`config.mk`:
```
export PLATFORM = sky130hd
export DESIGN_NAME = processor_status_regs
export DESIGN_NICKNAME = d
export VERILOG_FILES = /design/src/hw/procstat_pkg.sv /design/src/hw/processor_status_regs.sv /design/src/hw/ring_osc_counter.sv /design/src/hw/tile_clock_divider.sv
export VERILOG_INCLUDE_DIRS = /design/src /design/src/hw
export SDC_FILE = /design/constraint.sdc
export NUM_CORES = 1
export LEC_CHECK = 0
export ABC_AREA = 1
export BUFFER_PORTS_ARGS = -buffer_cell sky130_fd_sc_hd__buf_2
export CORE_MARGIN = 3
export CORE_UTILIZATION = 45
export CTS_BUF_LIST = sky130_fd_sc_hd__clkbuf_16
export DETAILED_ROUTE_END_ITERATION = 8
export PLACE_DENSITY_LB_ADDON = 0.25
export REMOVE_ABC_BUFFERS = 1
export SETUP_SLACK_MARGIN = 0.2
export SLEW_MARGIN = 20
export SYNTH_ARGS = -nofsm -noshare
export SYNTH_HDL_FRONTEND = slang
export SYNTH_HIERARCHICAL = 1
export SYNTH_SLANG_ARGS = --single-unit
```
`constraint.sdc`:
```
create_clock -name CLK_I -period 3.3 [get_ports CLK_I]
set_clock_uncertainty 0.2 [all_clocks]
set_input_delay 0.165 -clock CLK_I [delete_from_list [all_inputs] [get_ports CLK_I]]
set_output_delay 0.165 -clock CLK_I [all_outputs]
set_load 0.02 [all_outputs]
```
`src/hw/procstat_regs.svh`:
```
// offsets, field positions and reset values of the processor status bank
`ifndef PROCSTAT_REGS_SVH
`define PROCSTAT_REGS_SVH

`define PS_RID_TYPE 8'h0C
`define PS_RID_TYPE_LSB 0
`define PS_RID_REG_LSB 8

`define PS_REG_RAM_BASE 8'h00
`define PS_REG_VEC_BASE 8'h01
`define PS_REG_TILE_CTRL 8'h02
`define PS_REG_BOOT_STAT 8'h03
`define PS_REG_SEC_CFG 8'h05
`define PS_REG_OSC_CTRL 8'h06
`define PS_REG_OSC_TILE_CELL 8'h07
`define PS_REG_OSC_TILE_WIRE 8'h08
`define PS_REG_OSC_PERI_CELL 8'h09
`define PS_REG_OSC_PERI_WIRE 8'h0A
`define PS_REG_DBG_SSR 8'h10

`define PS_RAM_BASE_RST 32'h0001_0000
`define PS_RAM_BASE_WMASK 32'hFFFF_FFFC
`define PS_VEC_BASE_RST 32'h0000_0000
`define PS_VEC_BASE_WMASK 32'hFFFF_0000
`define PS_VEC_SPLIT 16

`define PS_CTRL_DIV_EN_BIT 4
`define PS_CTRL_DIV_DYN_BIT 5
`define PS_CTRL_RST 2'h0

`define PS_BOOT_TILE_LSB 16
`define PS_BOOT_OTP_BIT 8
`define PS_BOOT_MODE_LSB 0

`define PS_OSC_PERI_EN_BIT 0
`define PS_OSC_TILE_EN_BIT 1
`define PS_OSC_CTRL_RST 2'h0

`define PS_OSC_CNT_W 16
`define PS_CLK_DIV_RATIO 4

`endif

```
`src/hw/procstat_pkg.sv`:
```
// types shared by the processor status bank
package procstat_pkg;

    // one status access from the core, valid for one cycle
    typedef struct packed {
        logic        valid;
        logic        write;
        logic [31:0] res_id;
        logic [31:0] wdata;
    } ps_req_s;

    // answer to an access, one cycle after it
    typedef struct packed {
        logic        ack;
        logic        err;
        logic [31:0] rdata;
    } ps_rsp_s;

    // an event or interrupt target address
    typedef struct packed {
        logic        valid;
        logic [31:0] addr;
    } vec_tgt_s;

    typedef logic [7:0] reg_num_t;

endpackage

```
`src/hw/processor_status_regs.sv`:
```
// processor status register bank of one processor tile
`timescale 1ns/1ns
`include "procstat_regs.svh"

// Summary of operation
// - ram base resets to 0x00010000; bits 31:2 writable, 1:0 read zero
// - event target is vector base 31:16 above the 16-bit event vector
// - tile control bit 4, reset zero, enables the clock divider
// - bit 5 picks dynamic mode: divide only while all cores paused
// - boot status: tile number 23:16, otp boot bit 8, mode pins 7:0
// - security register is a read-only copy of the otp security word
// - four free-running ring oscillators each have their rising edges counted on the tile clock
// - oscillator control bit 1 tile, bit 0 peripheral, both reset zero
// - oscillators run asynchronously to the tile clock
// - counter in bits 15:0, upper bits zero, kept through reset
// - counters sit at 0x07..0x0A: tile cell, tile wire, peri cell, wire
// - register 0x10 captures the saved status when debug is entered
// - one-word status reads and writes, decoded by register number
module processor_status_regs #(
    parameter int OSC_CNT_W = `PS_OSC_CNT_W,
    parameter int DIV_RATIO = `PS_CLK_DIV_RATIO
) (
    input wire logic CLK_I,                          // tile clock
    input wire logic SRST_I,                         // sync reset, high
    input wire procstat_pkg::ps_req_s PS_REQ_I,      // status access
    output procstat_pkg::ps_rsp_s PS_RSP_O,          // access answer
    input wire logic EVT_TAKE_I,                     // event taken pulse
    input wire logic [15:0] EVT_VECTOR_I,            // event vector
    output procstat_pkg::vec_tgt_s VEC_TGT_O,        // target address
    output logic [31:0] RAM_BASE_O,                  // ram base address
    input wire logic CORES_PAUSED_I,                 // all cores paused
    output logic CLK_DIV_ACTIVE_O,                   // divider slowing
    output logic TILE_CLK_TICK_O,                    // tile clock enable
    input wire logic [7:0] TILE_NUM_I,               // tile switch number
    input wire logic OTP_BOOT_EN_I,                  // otp boot enabled
    input wire logic [7:0] BOOT_MODE_I,              // boot mode pins
    input wire logic [31:0] SEC_WORD_I,              // otp security word
    input wire logic [3:0] OSC_RAW_I,                // ring osc outputs
    output logic [3:0] OSC_RUN_O,                    // ring osc enables
    input wire logic DBG_ENTER_I,                    // debugger called
    input wire logic [31:0] SAVED_STATUS_REG_I       // current status
);

    // register number carried by a resource identifier
    function automatic procstat_pkg::reg_num_t reg_of(
        input logic [31:0] rid
    );
        reg_of = rid[`PS_RID_REG_LSB +: 8];
    endfunction

    // true when the identifier names the processor status resource
    function automatic logic is_ps(input logic [31:0] rid);
        is_ps = (rid[`PS_RID_TYPE_LSB +: 8] == `PS_RID_TYPE)
            && (rid[31:16] == 16'h0000);
    endfunction

    // widen a counter to a bus word, upper bits zero
    function automatic logic [31:0] cnt_word(
        input logic [OSC_CNT_W-1:0] c
    );
        cnt_word = 32'(c);
    endfunction

    logic [31:0] ram_base_r;
    logic [31:0] ram_base_nxt;
    logic [31:0] vec_base_r;
    logic [31:0] vec_base_nxt;
    logic div_en_r;
    logic div_en_nxt;
    logic div_dyn_r;
    logic div_dyn_nxt;
    logic osc_tile_en_r;
    logic osc_tile_en_nxt;
    logic osc_peri_en_r;
    logic osc_peri_en_nxt;
    logic [31:0] dbg_ssr_r;
    logic [31:0] dbg_ssr_nxt;
    procstat_pkg::ps_rsp_s rsp_r;
    procstat_pkg::ps_rsp_s rsp_nxt;
    procstat_pkg::vec_tgt_s vec_r;
    procstat_pkg::vec_tgt_s vec_nxt;
    logic [3:0] osc_run_r;
    logic [3:0] osc_run_nxt;
    logic div_active;
    logic div_tick;
    logic [OSC_CNT_W-1:0] osc_cnt [4];

    // access decode
    wire procstat_pkg::reg_num_t rnum = reg_of(PS_REQ_I.res_id);
    wire acc = PS_REQ_I.valid & is_ps(PS_REQ_I.res_id);
    wire wr = acc & PS_REQ_I.write;
    wire rd = acc & ~PS_REQ_I.write;
    wire bad = PS_REQ_I.valid & ~is_ps(PS_REQ_I.res_id);

    wire hit_ram = (rnum == `PS_REG_RAM_BASE);
    wire hit_vec = (rnum == `PS_REG_VEC_BASE);
    wire hit_ctrl = (rnum == `PS_REG_TILE_CTRL);
    wire hit_boot = (rnum == `PS_REG_BOOT_STAT);
    wire hit_sec = (rnum == `PS_REG_SEC_CFG);
    wire hit_osc = (rnum == `PS_REG_OSC_CTRL);
    wire hit_tc = (rnum == `PS_REG_OSC_TILE_CELL);
    wire hit_tw = (rnum == `PS_REG_OSC_TILE_WIRE);
    wire hit_pc = (rnum == `PS_REG_OSC_PERI_CELL);
    wire hit_pw = (rnum == `PS_REG_OSC_PERI_WIRE);
    wire hit_ssr = (rnum == `PS_REG_DBG_SSR);
    wire mapped = hit_ram | hit_vec | hit_ctrl | hit_boot | hit_sec
        | hit_osc | hit_tc | hit_tw | hit_pc | hit_pw | hit_ssr;

    // read-only registers take no write and report it as an error
    wire writable = hit_ram | hit_vec | hit_ctrl | hit_osc;
    wire wr_ok = wr & writable;
    wire acc_err = bad | (acc & ~mapped) | (wr & mapped & ~writable);

    // register images as seen on a read
    wire [31:0] ctrl_word = (32'(div_en_r) << `PS_CTRL_DIV_EN_BIT)
        | (32'(div_dyn_r) << `PS_CTRL_DIV_DYN_BIT);
    wire [31:0] boot_word = (32'(TILE_NUM_I) << `PS_BOOT_TILE_LSB)
        | (32'(OTP_BOOT_EN_I) << `PS_BOOT_OTP_BIT)
        | (32'(BOOT_MODE_I) << `PS_BOOT_MODE_LSB);
    wire [31:0] osc_word = (32'(osc_tile_en_r) << `PS_OSC_TILE_EN_BIT)
        | (32'(osc_peri_en_r) << `PS_OSC_PERI_EN_BIT);

    wire [31:0] rd_word =
        hit_ram ? ram_base_r :
        hit_vec ? vec_base_r :
        hit_ctrl ? ctrl_word :
        hit_boot ? boot_word :
        hit_sec ? SEC_WORD_I :
        hit_osc ? osc_word :
        hit_tc ? cnt_word(osc_cnt[0]) :
        hit_tw ? cnt_word(osc_cnt[1]) :
        hit_pc ? cnt_word(osc_cnt[2]) :
        hit_pw ? cnt_word(osc_cnt[3]) :
        hit_ssr ? dbg_ssr_r :
        32'h0000_0000;

    // writable fields
    wire [31:0] wdata = PS_REQ_I.wdata;
    wire wr_ram = wr_ok & hit_ram;
    wire wr_vec = wr_ok & hit_vec;
    wire wr_ctrl = wr_ok & hit_ctrl;
    wire wr_osc = wr_ok & hit_osc;

    assign ram_base_nxt = wr_ram ?
        (wdata & `PS_RAM_BASE_WMASK) : ram_base_r;
    assign vec_base_nxt = wr_vec ?
        (wdata & `PS_VEC_BASE_WMASK) : vec_base_r;
    assign div_en_nxt = wr_ctrl ?
        wdata[`PS_CTRL_DIV_EN_BIT] : div_en_r;
    assign div_dyn_nxt = wr_ctrl ?
        wdata[`PS_CTRL_DIV_DYN_BIT] : div_dyn_r;
    assign osc_tile_en_nxt = wr_osc ?
        wdata[`PS_OSC_TILE_EN_BIT] : osc_tile_en_r;
    assign osc_peri_en_nxt = wr_osc ?
        wdata[`PS_OSC_PERI_EN_BIT] : osc_peri_en_r;

    // tile pair first, then peripheral pair, in counter order
    assign osc_run_nxt = {osc_peri_en_nxt, osc_peri_en_nxt,
        osc_tile_en_nxt, osc_tile_en_nxt};

    // the saved status is captured only on debug entry
    assign dbg_ssr_nxt = DBG_ENTER_I ?
        SAVED_STATUS_REG_I : dbg_ssr_r;

    // answer: one cycle after the access, reads carry data
    assign rsp_nxt.ack = PS_REQ_I.valid;
    assign rsp_nxt.err = acc_err;
    assign rsp_nxt.rdata = (rd & mapped) ? rd_word : 32'h0000_0000;

    // the target uses the base as it stands before a same-cycle write
    assign vec_nxt.valid = EVT_TAKE_I;
    assign vec_nxt.addr = EVT_TAKE_I ?
        {vec_base_r[31:`PS_VEC_SPLIT], EVT_VECTOR_I} :
        vec_r.addr;

    always_ff @(posedge CLK_I) begin
        if (SRST_I) begin
            ram_base_r <= `PS_RAM_BASE_RST;
            vec_base_r <= `PS_VEC_BASE_RST;
            {div_dyn_r, div_en_r} <= `PS_CTRL_RST;
        end else begin
            ram_base_r <= ram_base_nxt;
            vec_base_r <= vec_base_nxt;
            div_en_r <= div_en_nxt;
            div_dyn_r <= div_dyn_nxt;
        end
    end

    always_ff @(posedge CLK_I) begin
        if (SRST_I) begin
            {osc_tile_en_r, osc_peri_en_r} <= `PS_OSC_CTRL_RST;
            osc_run_r <= 4'h0;
        end else begin
            osc_tile_en_r <= osc_tile_en_nxt;
            osc_peri_en_r <= osc_peri_en_nxt;
            osc_run_r <= osc_run_nxt;
        end
    end

    always_ff @(posedge CLK_I) begin
        if (SRST_I) begin
            dbg_ssr_r <= 32'h0000_0000;
        end else begin
            dbg_ssr_r <= dbg_ssr_nxt;
        end
    end

    always_ff @(posedge CLK_I) begin
        if (SRST_I) begin
            rsp_r <= '0;
            vec_r <= '0;
        end else begin
            rsp_r <= rsp_nxt;
            vec_r <= vec_nxt;
        end
    end

    // counters stay outside reset so that the entropy survives it
    genvar g;
    generate
        for (g = 0; g < 4; g++) begin : g_osc
            ring_osc_counter #(
                .CNT_W(OSC_CNT_W)
            ) u_cnt (
                .clk_i(CLK_I),
                .osc_i(OSC_RAW_I[g]),
                .count_o(osc_cnt[g])
            );
        end
    endgenerate

    tile_clock_divider #(
        .RATIO(DIV_RATIO)
    ) u_div (
        .clk_i(CLK_I),
        .srst_i(SRST_I),
        .enable_i(div_en_r),
        .dynamic_i(div_dyn_r),
        .paused_i(CORES_PAUSED_I),
        .active_o(div_active),
        .tick_o(div_tick)
    );

    assign PS_RSP_O = rsp_r;
    assign VEC_TGT_O = vec_r;
    assign RAM_BASE_O = ram_base_r;
    assign OSC_RUN_O = osc_run_r;
    assign CLK_DIV_ACTIVE_O = div_active;
    assign TILE_CLK_TICK_O = div_tick;

endmodule

```
`src/hw/ring_osc_counter.sv`:
```
// counter, on the tile clock, of the rising edges of one free-running ring oscillator output
`timescale 1ns/1ns
`include "procstat_regs.svh"

module ring_osc_counter #(
    parameter int CNT_W = `PS_OSC_CNT_W
) (
    input wire logic clk_i,              // tile clock
    input wire logic osc_i,              // raw oscillator output
    output logic [CNT_W-1:0] count_o     // running count
);

    // the oscillator is asynchronous to the tile clock
    logic sync1_r;
    logic sync2_r;
    logic prev_r;
    // power-up value only; no system reset ever reaches the count
    logic [CNT_W-1:0] count_r = '0;
    logic [CNT_W-1:0] count_nxt;
    wire rise = sync2_r & ~prev_r;

    assign count_nxt = count_r + CNT_W'(1);
    assign count_o = count_r;

    always_ff @(posedge clk_i) begin
        sync1_r <= osc_i;
        sync2_r <= sync1_r;
        prev_r <= sync2_r;
    end

    // no reset on purpose: the count survives a system reset
    always_ff @(posedge clk_i) begin
        if (rise) begin
            count_r <= count_nxt;
        end
    end

endmodule

```
`src/hw/tile_clock_divider.sv`:
```
// clock divider control for the tile clock, static or dynamic mode
`timescale 1ns/1ns
`include "procstat_regs.svh"

module tile_clock_divider #(
    parameter int RATIO = `PS_CLK_DIV_RATIO
) (
    input wire logic clk_i,       // tile clock
    input wire logic srst_i,      // synchronous reset, active high
    input wire logic enable_i,    // divider enabled
    input wire logic dynamic_i,   // act only while cores paused
    input wire logic paused_i,    // all active cores paused
    output logic active_o,        // divider currently slowing clock
    output logic tick_o           // tile clock enable pulse
);

    logic active_r;
    logic tick_r;
    logic [7:0] cnt_r;
    logic [7:0] cnt_nxt;
    wire active_nxt = enable_i & (~dynamic_i | paused_i);
    wire wrap = (cnt_r == 8'(RATIO - 1));

    assign cnt_nxt = wrap ? 8'h00 : cnt_r + 8'h01;
    assign active_o = active_r;
    assign tick_o = tick_r;

    always_ff @(posedge clk_i) begin
        if (srst_i) begin
            active_r <= 1'b0;
            tick_r <= 1'b1;
            cnt_r <= 8'h00;
        end else begin
            active_r <= active_nxt;
            cnt_r <= active_nxt ? cnt_nxt : 8'h00;
            // undivided: every cycle is a tick
            tick_r <= active_nxt ? wrap : 1'b1;
        end
    end

endmodule

```
# == Word level (Yosys, flattened, before mapping) ==
# Cells that the tools add are included.
# word_totals
register_bits,238
latchBits,0
ramBits,0
romBits,0
in_bits,172
output_inout_bits,105
wordCells,117
mem_count,0
# op_classes
add_sub_neg,5
multipliers,0
n_div,0
order_cmp,0
n_eq_ne,12
shift,0
n_mux,13
bitwise,47
reduce_logical,7
# op_table
op,n
$mux 32,11
$add 16x1->16 const B,4
$eq 8x4->1 const B,4
$eq 8x2->1 const B,3
$eq 8x3->1 const B,3
$or 24x8->24,1
$or 24x9->24,1
$and 1x1->1,18
$logic_not 16->1,1
$or 1x1->1,14
$not 1->1,11
$add 8x1->8 const B,1
$eq 8x1->1 const B,1
$eq 8x5->1 const B,1
$logic_not 8->1,1
$or 5x6->6,1
$reduce_or 2->1,2
$reduce_or 4->1,1
$reduce_or 3->1,1
$mux 1,2
$or 2x1->2,1
$logic_and 1x1->1,1

# == Longest topological paths before layout ==
# Gate-level depths: netlist of run 1.
# logic_depth
depth_word,15
ltp_mapped,12
ltp_nobuf,11

# == By module ==
# Netlist of run 1, hierarchy kept.
# by_module_without_submodules
mod,n_inst,cells_each,area_each_um2,seq_area_each_um2
processor_status_regs,1,967,6862.8,2982.9
ring_osc_counter,4,93,920.9,540.5
tile_clock_divider,1,70,530.5,200.2

# == Worst setup path after synthesis of run 1 ==
# No wires, ideal clock.
# synth_timing
path_kind,reg-to-reg
start,register g_osc[0].u_cnt.sync2_r
end,register g_osc[0].u_cnt.count_r[0] (enable)
setup_ps,389
t_arrival_ps,1033
t_required_ps,2711
path_slack_ps,1678
stages_incl_launch_ff,3
path_buffers,0
period_less_slack_ps,1622
path_cell_list,dfxtp_1 inv_1 nor2_1
# synth_between
elab_chain_cells,1
# synth_lines
element,line_no,source
"start, declared",ring_osc_counter.sv:15,logic sync2_r;
"start signal, assigned",ring_osc_counter.sv:27,sync2_r <= sync1_r;
$and 1x1->1,ring_osc_counter.sv:20,wire rise = sync2_r & ~prev_r;
via g_osc[0].u_cnt.rise,ring_osc_counter.sv:20,
"end signal, assigned",ring_osc_counter.sv:34,count_r <= count_nxt;
"end, declared",ring_osc_counter.sv:18,logic [CNT_W-1:0] count_r = '0;
# The timed path passes the listed nets, and every way through them passes these cells.
# A chain may end at the register's enable or synchronous reset.

# == Worst setup path after layout of run 1 ==
# layout_timing
start,input PS_REQ_I[47] (netlist bit)
end,"register rsp_r, in the netlist PS_RSP_O[7]"
# layout_between
elab_chain_cells,14
word_cells_on_any_way,35
cone_classes,eq/ne (10); mux (11); bitwise (12); reduce/logical (2)
# layout_lines
element,line_no,source
"start, declared",processor_status_regs.sv:25,"input wire procstat_pkg::ps_req_s PS_REQ_I,"
$eq 8x1->1 (no line) or $logic_not 8->1 (tied branches),--,
$or 1x1->1 (4 in series),processor_status_regs.sv:106,wire mapped = hit_ram | hit_vec | hit_ctrl | hit_boot | hit_sec
$or 1x1->1 (6 in series),processor_status_regs.sv:107,| hit_osc | hit_tc | hit_tw | hit_pc | hit_pw | hit_ssr;
$and 1x1->1,processor_status_regs.sv:168,assign rsp_nxt.rdata = (rd & mapped) ? rd_word : 32'h0000_0000;
$not 1->1 (no line),--,
$reduce_or 2->1 (no line),--,
"end signal, assigned",processor_status_regs.sv:213,rsp_r <= rsp_nxt;
"end, declared",processor_status_regs.sv:78,procstat_pkg::ps_rsp_s rsp_r;
# Several ways; a longest one is shown, not always the timed one.

==> results of run 1 <==
-- power groups by stage --
stage | combinational, mW | sequential (mW) | clock [mW]
floorplan | 0.175 | 3.20 | 0
global placement | 0.423 | 3.19 | 0
detailed placement | 0.428 | 3.19 | 0
CTS | 0.546 | 3.13 | 3.01
global route | 0.611 | 3.14 | 3.11
finish | 0.557 | 3.13 | 2.96
-- through the flow --
| stage | hold slack [ps] | power [mW] | cell area, sq um |
|---|---|---|---|
| 4_1_cts | 7.31 | 6.69 | 15000 |
| 3_5_place_dp | 68.7 | 3.62 | 12600 |
| 2_1_floorplan | -7.28 | 3.38 | 10800 |
| 3_3_place_gp | 69.4 | 3.61 | 12600 |
| 6_report | 27.0 | 6.65 | 15000 |
| 5_1_grt | 70.3 | 6.86 | 15000 |
-- final cells by class --
cell class | count | area, sq um | share of cell area [%]
Sequential cell | 235 | 5350 | 35.7
Multi-Input combinational cell | 971 | 4880 | 32.6
Timing Repair Buffer | 432 | 2920 | 19.5
Clock buffer | 31 | 776 | 5.18
Inverter | 144 | 541 | 3.61
Tap cell | 319 | 399 | 2.67
Clock inverter | 17 | 105 | 0.702
-- critical path: stages --
cell and delay (ps):
sky130_fd_sc_hd__buf_2 110, sky130_fd_sc_hd__nor2_2 190, sky130_fd_sc_hd__nand2_4 140, sky130_fd_sc_hd__inv_2 300
sky130_fd_sc_hd__nand2_1 110, sky130_fd_sc_hd__nor2_1 100, sky130_fd_sc_hd__nor2_1 60, sky130_fd_sc_hd__nand3_2 100
sky130_fd_sc_hd__nand3_2 300, sky130_fd_sc_hd__nor2_1 370, sky130_fd_sc_hd__nand3_1 100, sky130_fd_sc_hd__dlygate4sd3_1 570
sky130_fd_sc_hd__nand2_1 70
-- per-layer routing --
metal	global-route usage, %	vias to the layer above	share of wire (%)
li1	-	5375	-
met1	32.2	5091	41
met2	44.7	471	48
met3	4.68	77	7.8
met4	7.65	0	3.1
met5	0	-	0
-- worst max path at each step --
stage	slack (ps)	end	startpoint	cells after the start
finish	860	PS_RSP_O[7]$_SDFF_PP0_	PS_REQ_I[47]	13
global route	660	PS_RSP_O[2]$_SDFF_PP0_	PS_REQ_I[47]	13
CTS	880	PS_RSP_O[7]$_SDFF_PP0_	PS_REQ_I[47]	13
detailed placement	800	RAM_BASE_O[25]$_SDFFE_PP0P_	PS_REQ_I[47]	9
global placement	900	RAM_BASE_O[28]$_SDFFE_PP0P_	PS_REQ_I[47]	9
floorplan	1160	PS_RSP_O[2]$_SDFF_PP0_	SRST_I	7
-- timing repair --
action | in CTS | in global routing
endpoints found under the hold margin | 140 | 0
hold buffers | 145 | 0
setup endpoints to repair | 0 | 0
-- sequential cells by signal, summed over array words and instances (netlist names), 8 cells and up --
register             flops
PS_RSP_O                34
RAM_BASE_O              30
VEC_TGT_O               33
dbg_ssr_r               32
g_osc.u_cnt/count_o     64
u_div/cnt_r              8
vec_base_r              16
-- layout by cell type (no fill, tap or decap), drive strengths merged --
master / n
nand3b: 6
nor2: 282
nor3: 15
buf: 287
nand4: 18
inv: 146
dfxtp: 171
a21oi: 44
o22ai: 15
xnor2: 16
nand3: 93
a211oi: 47
nor4: 1
edfxtp: 64
bufinv: 1
and2: 1
xor2: 12
o21ai: 88
clkinv: 14
dlygate4sd3: 145
or2: 13
o21bai: 6
a221oi: 4
ha: 6
clkbuf: 31
nand2: 302
conb: 2
-- cells by family (layout without fill, tap and decap cells) --
kind of cell               Yosys count  after routing  synth area share, %
AOI/OAI and AO/OA                  204            204                 11.5
adders and majority gates            6              6                0.678
DFF                                235            235                 48.3
other                                1              2               0.0339
buffers and inverters              204            624                 7.76
xor gates and xnor gates            28             28                 2.21
and+or+nand+nor                    731            731                 29.6
==> run metrics, run 1 <==
internal power component=5.07 mW; Post-CTS Setup Inserts=0; H-tree levels=1; GRT Residual Overflow=0; share of total power in sequential cells=a little under half; Final setup viols=0; ranking of synthesized cells by instance count=sky130_fd_sc_hd__nand2_1 (273), sky130_fd_sc_hd__nor2_1 (255), sky130_fd_sc_hd__dfxtp_1 (171); Max-slew headroom=40.5%; register bit total from synthesis=235; FP Rows=56; core box area=0.0238 sq mm; number of unique standard cell types used by synthesis=42; TritonCTS clock tree=done; Residual DRC=0; ratio of total power to cell area=445 mW/mm^2; Num Clock Sinks=235; register-to-register setup slack=1210 ps; number of nets with antenna violations after routing=0; non-filler cells in the finished layout=2149; total standard cell area after synthesis=0.0111 sq mm; Via-to-Cell Ratio=about 5; Synth Instances=around 1400; number of synthesis warnings=6; share of total power consumed by net switching=a little under a quarter; Final Net Count=1988; largest cells by area after synthesis=sky130_fd_sc_hd__dfxtp_1 (31%), sky130_fd_sc_hd__edfxtp_1 (17%), sky130_fd_sc_hd__nand2_1 (9.3%); largest net degree at the start of global routing=66; dominant cell by count in the synthesized netlist=sky130_fd_sc_hd__nand2_1; total number of vias=11014; clock-pin transition on the worst setup and hold timing paths=60 ps; Clock power frac=44.5%; number of enable flip-flop cells after synthesis=64; maximum fanout encountered on the critical timing path=23; length of the first detailed-routing pass in iterations=7; net switching power=approximately 1.6 mW; CTS max path bufs=3; Mapped Avg Cell Area=between 7 and 8 sq um; part of the cycle the worst path needs=around three quarters; signed area change from the synthesized netlist to the final layout=35.1%; count of input and output buffers=274; Hold Path Stages=5; Achievable Freq=410 MHz; required time of the worst setup path=3560 ps; Post-Route Utilization=62.8%; GRT Util Overall=25.5%; portion of the post-synthesis area used by sequential elements=48.3%; antenna violations before repair=0; drt first-iter violations=950; Hold Path Sink=PS_RSP_O[27]$_SDFF_PP0_; clock period minus worst slack=2440 ps; number of hold-slack violations in the final timing report=0; Ant. Diodes=0; average wire per standard cell=roughly 16 um; number of global-route vias before repair=10802; r2r endpoint=PS_RSP_O[4]$_SDFF_PP0_; RSZ-0062 raised after global routing=no; IO Count=about 280; Worst R2R Start=g_osc[2].u_cnt/count_o[4]$_DFFE_PP_; die area=about 0.027 sq mm; library cell used as clock root buffer=sky130_fd_sc_hd__clkbuf_16; Worst Setup End Kind=register; die width=163 um; Worst Reg2Reg Path Length in Cells=7; chip height=~160 um; DP Worst Slack=797 ps; sort of element at the start of the critical path=primary input; CTS-repair resized insts=0; wire length after detailed routing=35.1 mm; number of buffers created by CTS=26; max-capacitance violation count=0; sum of negative setup slack=0 ps; most used flip-flop cell after synthesis=sky130_fd_sc_hd__dfxtp_1; Post-DP HPWL=24.0 mm; source-to-sink clock delay at the later pin of the worst-skew pair=530 ps; fin worst setup slack=861 ps; share of the synthesized area in the top cell type=30.9%; peak supply drop=about 0.47 mV; Arr. time, crit path=2700 ps; transition time of the tightest slew-check pin=around 880 ps; P_leak=6.78 nW; first-pass GRT wire length=55.1 mm; GPL Wtd Cong=between 0.9 and 1; placed cells=1956; Logic pwr share=8.4%; effective utilization at floorplan=46.5%; Layout fillers=roughly 2100; status=completed; Hold/Removal Path Class=primary input to register; hold path startpoint=PS_REQ_I[40]; critical setup path kind=primary input to register; share of layout cells above drive strength 1=23.2%; Max Slew Vio Count=0; leading area contributor after synthesis=sky130_fd_sc_hd__dfxtp_1; fraction of registers with async set or reset after synthesis=0%
(Power assumes the default switching activity.)
==> run 2: changes to the inputs <==
==> constraint.sdc (replaced) <==
create_clock -name CLK_I -period 2.4 [get_ports CLK_I]
set_clock_uncertainty 0.2 [all_clocks]
set_input_delay 0.12 -clock CLK_I [delete_from_list [all_inputs] [get_ports CLK_I]]
set_output_delay 0.12 -clock CLK_I [all_outputs]
set_load 0.02 [all_outputs]
==> run metrics, run 2 (synthesized netlist as in run 1, its figures left out) <==
status=completed; sum of negative setup slack=0 ps (unchanged); DP Worst Slack=366 ps (-431 ps); slowest stage cell on the critical path=sky130_fd_sc_hd__dlygate4sd3_1; chip height=163 um (unchanged); part of the cycle the worst path needs=between 80% and 90%; library cell used as clock root buffer=sky130_fd_sc_hd__clkbuf_16; largest net degree at the start of global routing=66 (unchanged); Post-DP HPWL=24.3 mm (+1.6%); Hold/Removal Path Class=primary input to register; P_leak=7.02 nW (+3.6%); flip-flop count of the largest register, all copies and words added=64 (unchanged); clock period minus worst slack=2090 ps; TritonCTS clock tree=done; most frequent cells in the layout=sky130_fd_sc_hd__buf_2 (274), sky130_fd_sc_hd__nand2_1 (273), sky130_fd_sc_hd__nor2_1 (255); GRT Util Overall=26.7% (+1.2 points); wire length after detailed routing=36.6 mm (+4.2%); Max Slew Vio Count=0 (unchanged); internal power component=6.79 mW (+34%); GRT Residual Overflow=0 (unchanged); length of the first detailed-routing pass in iterations=5 (-2); ratio of total power to cell area=584 mW/mm^2 (+31%); crit-path max cell delay=620 ps (+50 ps); peak supply drop=0.504 mV (+7.7%); share of layout cells above drive strength 1=23.2% (about the same); Layout fillers=1961 (-4.4%); Arr. time, crit path=2340 ps (-360 ps); share of total power in sequential cells=48.1% (+1.0 points); number of global-route vias before repair=11162 (+3.3%); average wire per standard cell=16.7 um (+2.0%); clock-pin transition on the worst setup and hold timing paths=60 ps (about the same); net switching power=2.19 mW (+38%); drt first-iter violations=963 (+1.4%); signed area change from the synthesized netlist to the final layout=38.7%; sort of element at the start of the critical path=primary input; first-pass GRT wire length=57.4 mm (+4.0%); Residual DRC=0 (unchanged); most frequent CP cell=sky130_fd_sc_hd__nand2_1; required time of the worst setup path=2650 ps (-910 ps); number of buffers created by CTS=26 (unchanged); Achievable Freq=480 MHz; FP Rows=56 (unchanged); worst-path cell chain=buf_2 > dlygate4sd3_1 > inv_2 > nand2_1 > nor2_1 > and2_2 > buf_4 > nand2_1 > nand3_1 > a21oi_1 > nor3_1; Post-Route Utilization=64.5% (+1.7 points); number of hold-slack violations in the final timing report=0 (unchanged); effective utilization at floorplan=46.5% (unchanged); source-to-sink clock delay at the later pin of the worst-skew pair=530 ps (about the same); Worst Setup End Kind=register; number of nets with antenna violations after routing=0 (unchanged); count of input and output buffers=274 (unchanged); die area=0.0265 sq mm (unchanged); Ant. Diodes=0 (unchanged); commonest non-fill, non-tap cell in the layout=sky130_fd_sc_hd__buf_2; Logic pwr share=9.4% (+1.0 points); RSZ-0062 raised after global routing=no; Post-CTS Setup Inserts=0 (unchanged); H-tree levels=1 (unchanged); critical setup path kind=primary input to register; GPL Wtd Cong=0.954 (+2.7%); antenna violations before repair=0 (unchanged); Num Clock Sinks=235 (unchanged); core box area=0.0238 sq mm (unchanged); total number of vias=11345 (+3.0%); die width=163 um (unchanged); Final setup viols=0 (unchanged); CTS max path bufs=3 (unchanged); transition time of the tightest slew-check pin=727 ps (-157 ps); share of total power consumed by net switching=24.4% (+0.61 points); fin worst setup slack=315 ps (-546 ps); Via-to-Cell Ratio=5.17 (+0.80%); Max-slew headroom=51.4% (+11 points); max-capacitance violation count=0 (unchanged); Final Net Count=2036 (+2.4%); IO Count=277 (unchanged); maximum fanout encountered on the critical timing path=12 (-48%); Clock power frac=42.5% (-2.0 points)
-- run 2: cell count changes in the layout (fill, tap and decap cells not counted), moves of 2 or more --
cell,change
sky130_fd_sc_hd__clkinv_2,-2
sky130_fd_sc_hd__inv_1,+4
sky130_fd_sc_hd__clkinv_1,-4
sky130_fd_sc_hd__buf_4,+10
sky130_fd_sc_hd__clkbuf_16,-2
sky130_fd_sc_hd__inv_2,+2
sky130_fd_sc_hd__clkinvlp_4,+2
sky130_fd_sc_hd__dlygate4sd3_1,+37
-- run 2: final cells by class --
type | instances | area (sq um) | area share (%)
inverters | 144 | 541 | 3.52
multi-input cells | 971 | 4880 | 31.7
well taps | 319 | 399 | 2.60
repair buffers | 480 | 3390 | 22.0
clock buffers | 29 | 726 | 4.72
flip-flops and latches | 235 | 5350 | 34.8
clock inverters | 18 | 90.1 | 0.586
-- run 2: power groups by stage --
stage | sequential (mW) | combinational [mW] | clock [mW]
floorplan | 4.41 | 0.241 | 0
global placement | 4.39 | 0.584 | 0
detailed placement | 4.40 | 0.591 | 0
CTS | 4.31 | 0.818 | 3.87
global route | 4.33 | 0.914 | 4.04
finish | 4.32 | 0.845 | 3.82
-- run 2: critical path, delay by kind of cell --
family,cells,cell delay (ps)
AO/OA/AOI/OAI,1,110
buffers and inverters,4,1090
AND/OR/NAND/NOR,6,1020
-- run 2: final timing paths --
check	cells past startpoint	slack (ps)	endpoint	startpoint
worst max-delay path	11	310	PS_RSP_O[19]$_SDFF_PP0_	PS_REQ_I[41]
worst max register to register	6	630	g_osc[2].u_cnt/count_o[14]$_DFFE_PP_	g_osc[2].u_cnt/count_o[0]$_DFFE_PP_
worst min register to register	0	130	g_osc[1].u_cnt/sync2_r$_DFF_P_	g_osc[1].u_cnt/sync1_r$_DFF_P_
worst min-delay path	4	20	dbg_ssr_r[25]$_SDFFE_PP0P_	DBG_ENTER_I
-- run 2: metrics by stage --
| stage | hold slack, ps | instances | total power, mW | area, sq um |
|---|---|---|---|---|
| 2_1_floorplan | -52.3 | 1350 | 4.65 | 10800 |
| 3_3_place_gp | 24.4 | 1967 | 4.98 | 12700 |
| 3_5_place_dp | 28.7 | 1967 | 4.99 | 12700 |
| 4_1_cts | 0.733 | 2196 | 9.00 | 15400 |
| 5_1_grt | 19.2 | 2196 | 9.29 | 15400 |
| 6_report | 17.8 | 2196 | 8.98 | 15400 |
-- run 2: metal layers --
metal	vias to the layer above	global-route usage, %	routed length, um	part of all wire, %
li1	5469	-	-	-
met1	5274	34.3	15200	42
met2	500	45.2	17200	47
met3	102	4.65	2720	7.4
met4	0	9.61	1400	3.8
met5	-	0	0	0
-- run 2: timing repair --
item	in CTS	in global routing
resized for setup	0	2
endpoints found under the setup margin	0	9
endpoints found under the hold margin	163	0
hold buffers	182	0
==> run 3: changes to the inputs <==
--- a/config.mk
+++ b/config.mk
@@ -6,7 +6,6 @@
 export SDC_FILE = /design/constraint.sdc
 export NUM_CORES = 1
 export LEC_CHECK = 0
-export ABC_AREA = 1
 export BUFFER_PORTS_ARGS = -buffer_cell sky130_fd_sc_hd__buf_2
 export CORE_MARGIN = 3
 export CORE_UTILIZATION = 45
@@ -15,7 +14,6 @@
 export PLACE_DENSITY_LB_ADDON = 0.25
 export REMOVE_ABC_BUFFERS = 1
 export SETUP_SLACK_MARGIN = 0.2
-export SLEW_MARGIN = 20
 export SYNTH_ARGS = -nofsm -noshare
 export SYNTH_HDL_FRONTEND = slang
 export SYNTH_HIERARCHICAL = 1
==> run metrics, run 3 <==
Residual DRC=0 (unchanged); die area=0.0252 sq mm (-4.9%); number of unique standard cell types used by synthesis=65 (+55%); crit-path max cell delay=600 ps (-20 ps); number of synthesis warnings=6 (unchanged); dominant cell by count in the synthesized netlist=sky130_fd_sc_hd__dfxtp_1; TritonCTS clock tree=done; fraction of registers with async set or reset after synthesis=0% (unchanged); drt first-iter violations=944 (-2.0%); core box area=0.0228 sq mm (-4.4%); part of the cycle the worst path needs=91.8% (+4.9 points); most frequent cells in the layout=sky130_fd_sc_hd__buf_2 (273), sky130_fd_sc_hd__dfxtp_1 (171), sky130_fd_sc_hd__dlygate4sd3_1 (139); number of enable flip-flop cells after synthesis=64 (unchanged); largest net degree at the start of global routing=56 (-15%); Mapped Avg Cell Area=10.4 sq um (+32%); Achievable Freq=454 MHz (-5.3%); GPL Wtd Cong=0.896 (-6.1%); transition time of the tightest slew-check pin=650 ps (-77.7 ps); Num Clock Sinks=235 (unchanged); Synth Instances=1012 (-28%); chip height=159 um (-2.5%); most frequent CP cell=sky130_fd_sc_hd__dlygate4sd3_1; DP Worst Slack=-136 ps (-502 ps); count of input and output buffers=274 (unchanged); critical path depth in cells=8 (-3); total number of vias=9745 (-14%); clock period minus worst slack=2200 ps (+117 ps); Finished Cell Area=0.0148 sq mm (-4.0%); first-pass GRT wire length=53.9 mm (-6.0%); die width=159 um (-2.5%); Arr. time, crit path=2470 ps (+130 ps); Max-slew headroom=56.7% (+5.2 points); IO Count=277 (unchanged); H-tree levels=1 (unchanged); Worst R2R Start=g_osc[3].u_cnt/count_o[8]$_DFFE_PP_; ranking of synthesized cells by instance count=sky130_fd_sc_hd__dfxtp_1 (171), sky130_fd_sc_hd__nor2_1 (140), sky130_fd_sc_hd__mux2i_1 (125); maximum fanout encountered on the critical timing path=8 (-4); Via-to-Cell Ratio=5.45 (+5.6%); ratio of total power to cell area=598 mW/mm^2 (+2.3%); antenna violations before repair=4 (+4); buffering stage count on the worst path with inverters included=5 (+1); Worst Reg2Reg Path Length in Cells=5 (-1); Layout fillers=1781 (-9.2%); signed area change from the synthesized netlist to the final layout=40.3%; largest cells by area after synthesis=sky130_fd_sc_hd__dfxtp_1 (33%), sky130_fd_sc_hd__edfxtp_1 (18%), sky130_fd_sc_hd__mux2i_1 (12%); flip-flop and latch area=0.00535 sq mm (unchanged); hold path startpoint=DBG_ENTER_I; fin worst setup slack=198 ps (-117 ps); length of the first detailed-routing pass in iterations=5 (unchanged); total standard cell area after synthesis=0.0105 sq mm (-5.1%); CTS max path bufs=3 (unchanged); number of buffers created by CTS=26 (unchanged); critical setup path kind=primary input to register; GRT Residual Overflow=0 (unchanged); share of the synthesized area in the top cell type=32.6% (+1.6 points); flip-flop count of the largest register, all copies and words added=64 (unchanged); slowest stage cell on the critical path=sky130_fd_sc_hd__dlygate4sd3_1; P_leak=6.09 nW (-13%); average wire per standard cell=19.4 um (+16%); peak supply drop=0.627 mV (+24%); Worst Setup End Kind=register; RSZ-0062 raised after global routing=yes; FP Rows=55 (-1.8%); instance area after placement=0.0125 sq mm (-2.1%); number of nets with antenna violations after routing=0 (unchanged); max-capacitance violation count=0 (unchanged); clock-pin transition on the worst setup and hold timing paths=60 ps (about the same); Setup crit start=PS_REQ_I[45]; share of layout cells above drive strength 1=27.9% (+4.7 points); number of hold-slack violations in the final timing report=0 (unchanged); Post-DP HPWL=23.8 mm (-2.3%); number of global-route vias before repair=9793 (-12%); area taken by multi-input logic gates=0.00487 sq mm (about the same); leading area contributor after synthesis=sky130_fd_sc_hd__dfxtp_1; portion of the post-synthesis area used by sequential elements=50.8% (+2.6 points); worst-path cell chain=buf_2 > dlygate4sd3_1 > nor3_1 > buf_4 > nand4_1 > buf_6 > a311oi_1 > dlygate4sd3_1; Max Slew Vio Count=0 (unchanged); commonest non-fill, non-tap cell in the layout=sky130_fd_sc_hd__buf_2; Final Net Count=1629 (-20%); Top delay family on crit path=buffers and inverters; effective utilization at floorplan=46.2% (-0.33 points); most used flip-flop cell after synthesis=sky130_fd_sc_hd__dfxtp_1; register bit total from synthesis=235 (unchanged); required time of the worst setup path=2670 ps (+20 ps); library cell used as clock root buffer=sky130_fd_sc_hd__clkbuf_16; Hold/Removal Path Class=primary input to register; source-to-sink clock delay at the later pin of the worst-skew pair=520 ps (about the same); sort of element at the start of the critical path=primary input; Final setup viols=0 (unchanged); Hold Path Stages=3 (-1); GRT Util Overall=26.2% (-0.49 points); status=completed; wire length after detailed routing=34.7 mm (-5.2%)
run 3: cell types whose count changed after synthesis, sizes merged, moves of 19 or more:
cell and change:
a211oi -43, a22oi +36, inv -126, mux2i +125
nand2 -249, nand3 -64, nor2 -142, nor2b +19
nor4 +24, o21ai -57, xor2 +29
run 3: area by class of cell:
type,instances,share of cell area [%]
clock inverters,19,0.611
diodes,4,0.0679
clock buffers,28,4.75
inverters,16,0.407
well taps,313,2.66
multi-input cells,700,33.0
repair buffers,472,22.2
flip-flops and latches,235,36.2
run 3: layer usage:
| layer | global-route usage (%) | vias up | part of all wire (%) |
|---|---|---|---|
| met3 | 4.49 | 94 | 6.8 |
| met5 | 0 | - | 0 |
| met4 | 10.7 | 0 | 4.5 |
| li1 | - | 4566 | - |
| met2 | 43.6 | 424 | 48 |
| met1 | 33.9 | 4661 | 41 |
run 3: what timing repair did:
action / 4_1_cts / 5_1_grt
gates resized for setup: 0 / 9
endpoints found under the hold margin: 149 / 0
endpoints found under the setup margin: 0 / 7
setup buffers: 0 / 8
hold buffers: 139 / 0
run 3: per-stage QoR:
step           hold slack (ps)  total power, mW  util, %  instances  setup TNS, ps
5_1_grt                   8.83             9.10     64.8       1787              0
3_5_place_dp              24.1             4.99     54.7       1589           -136
2_1_floorplan            -52.3             4.60        -        951         -45880
6_report                  22.0             8.81     64.8       1787              0
4_1_cts                   3.53             8.85     64.3       1775              0
3_3_place_gp              23.4             4.98     54.7       1589           -149
run 3: cell families after synthesis:
kind of cell	share of synthesized area, %
xor+xnor	4.91
compound gates	11.4
mux	12.0
other cells	0.0357
fa+ha+maj	0.714
simple gates	17.0
flops	50.8
buf+inv	3.15
run 3: tightest hold or removal path, cell delays in order:
cell and delay [ps]:
sky130_fd_sc_hd__buf_2 310, sky130_fd_sc_hd__mux2i_1 190, sky130_fd_sc_hd__nor2_1 70
run 3: report_power, final:
part,internal (mW),switching (mW)
Combinational,0.422,0.396
Clock,2.10,1.61
Sequential,4.19,0.102
Total,6.70,2.11
run 3: worst paths after layout:
path / to / slack, ps
setup / recovery: PS_RSP_O[22]$_SDFF_PP0_ / 200
hold / removal: dbg_ssr_r[14]$_SDFFE_PP0P_ / 20
setup reg to reg: PS_RSP_O[8]$_SDFF_PP0_ / 500
hold reg to reg: g_osc[0].u_cnt/sync2_r$_DFF_P_ / 130
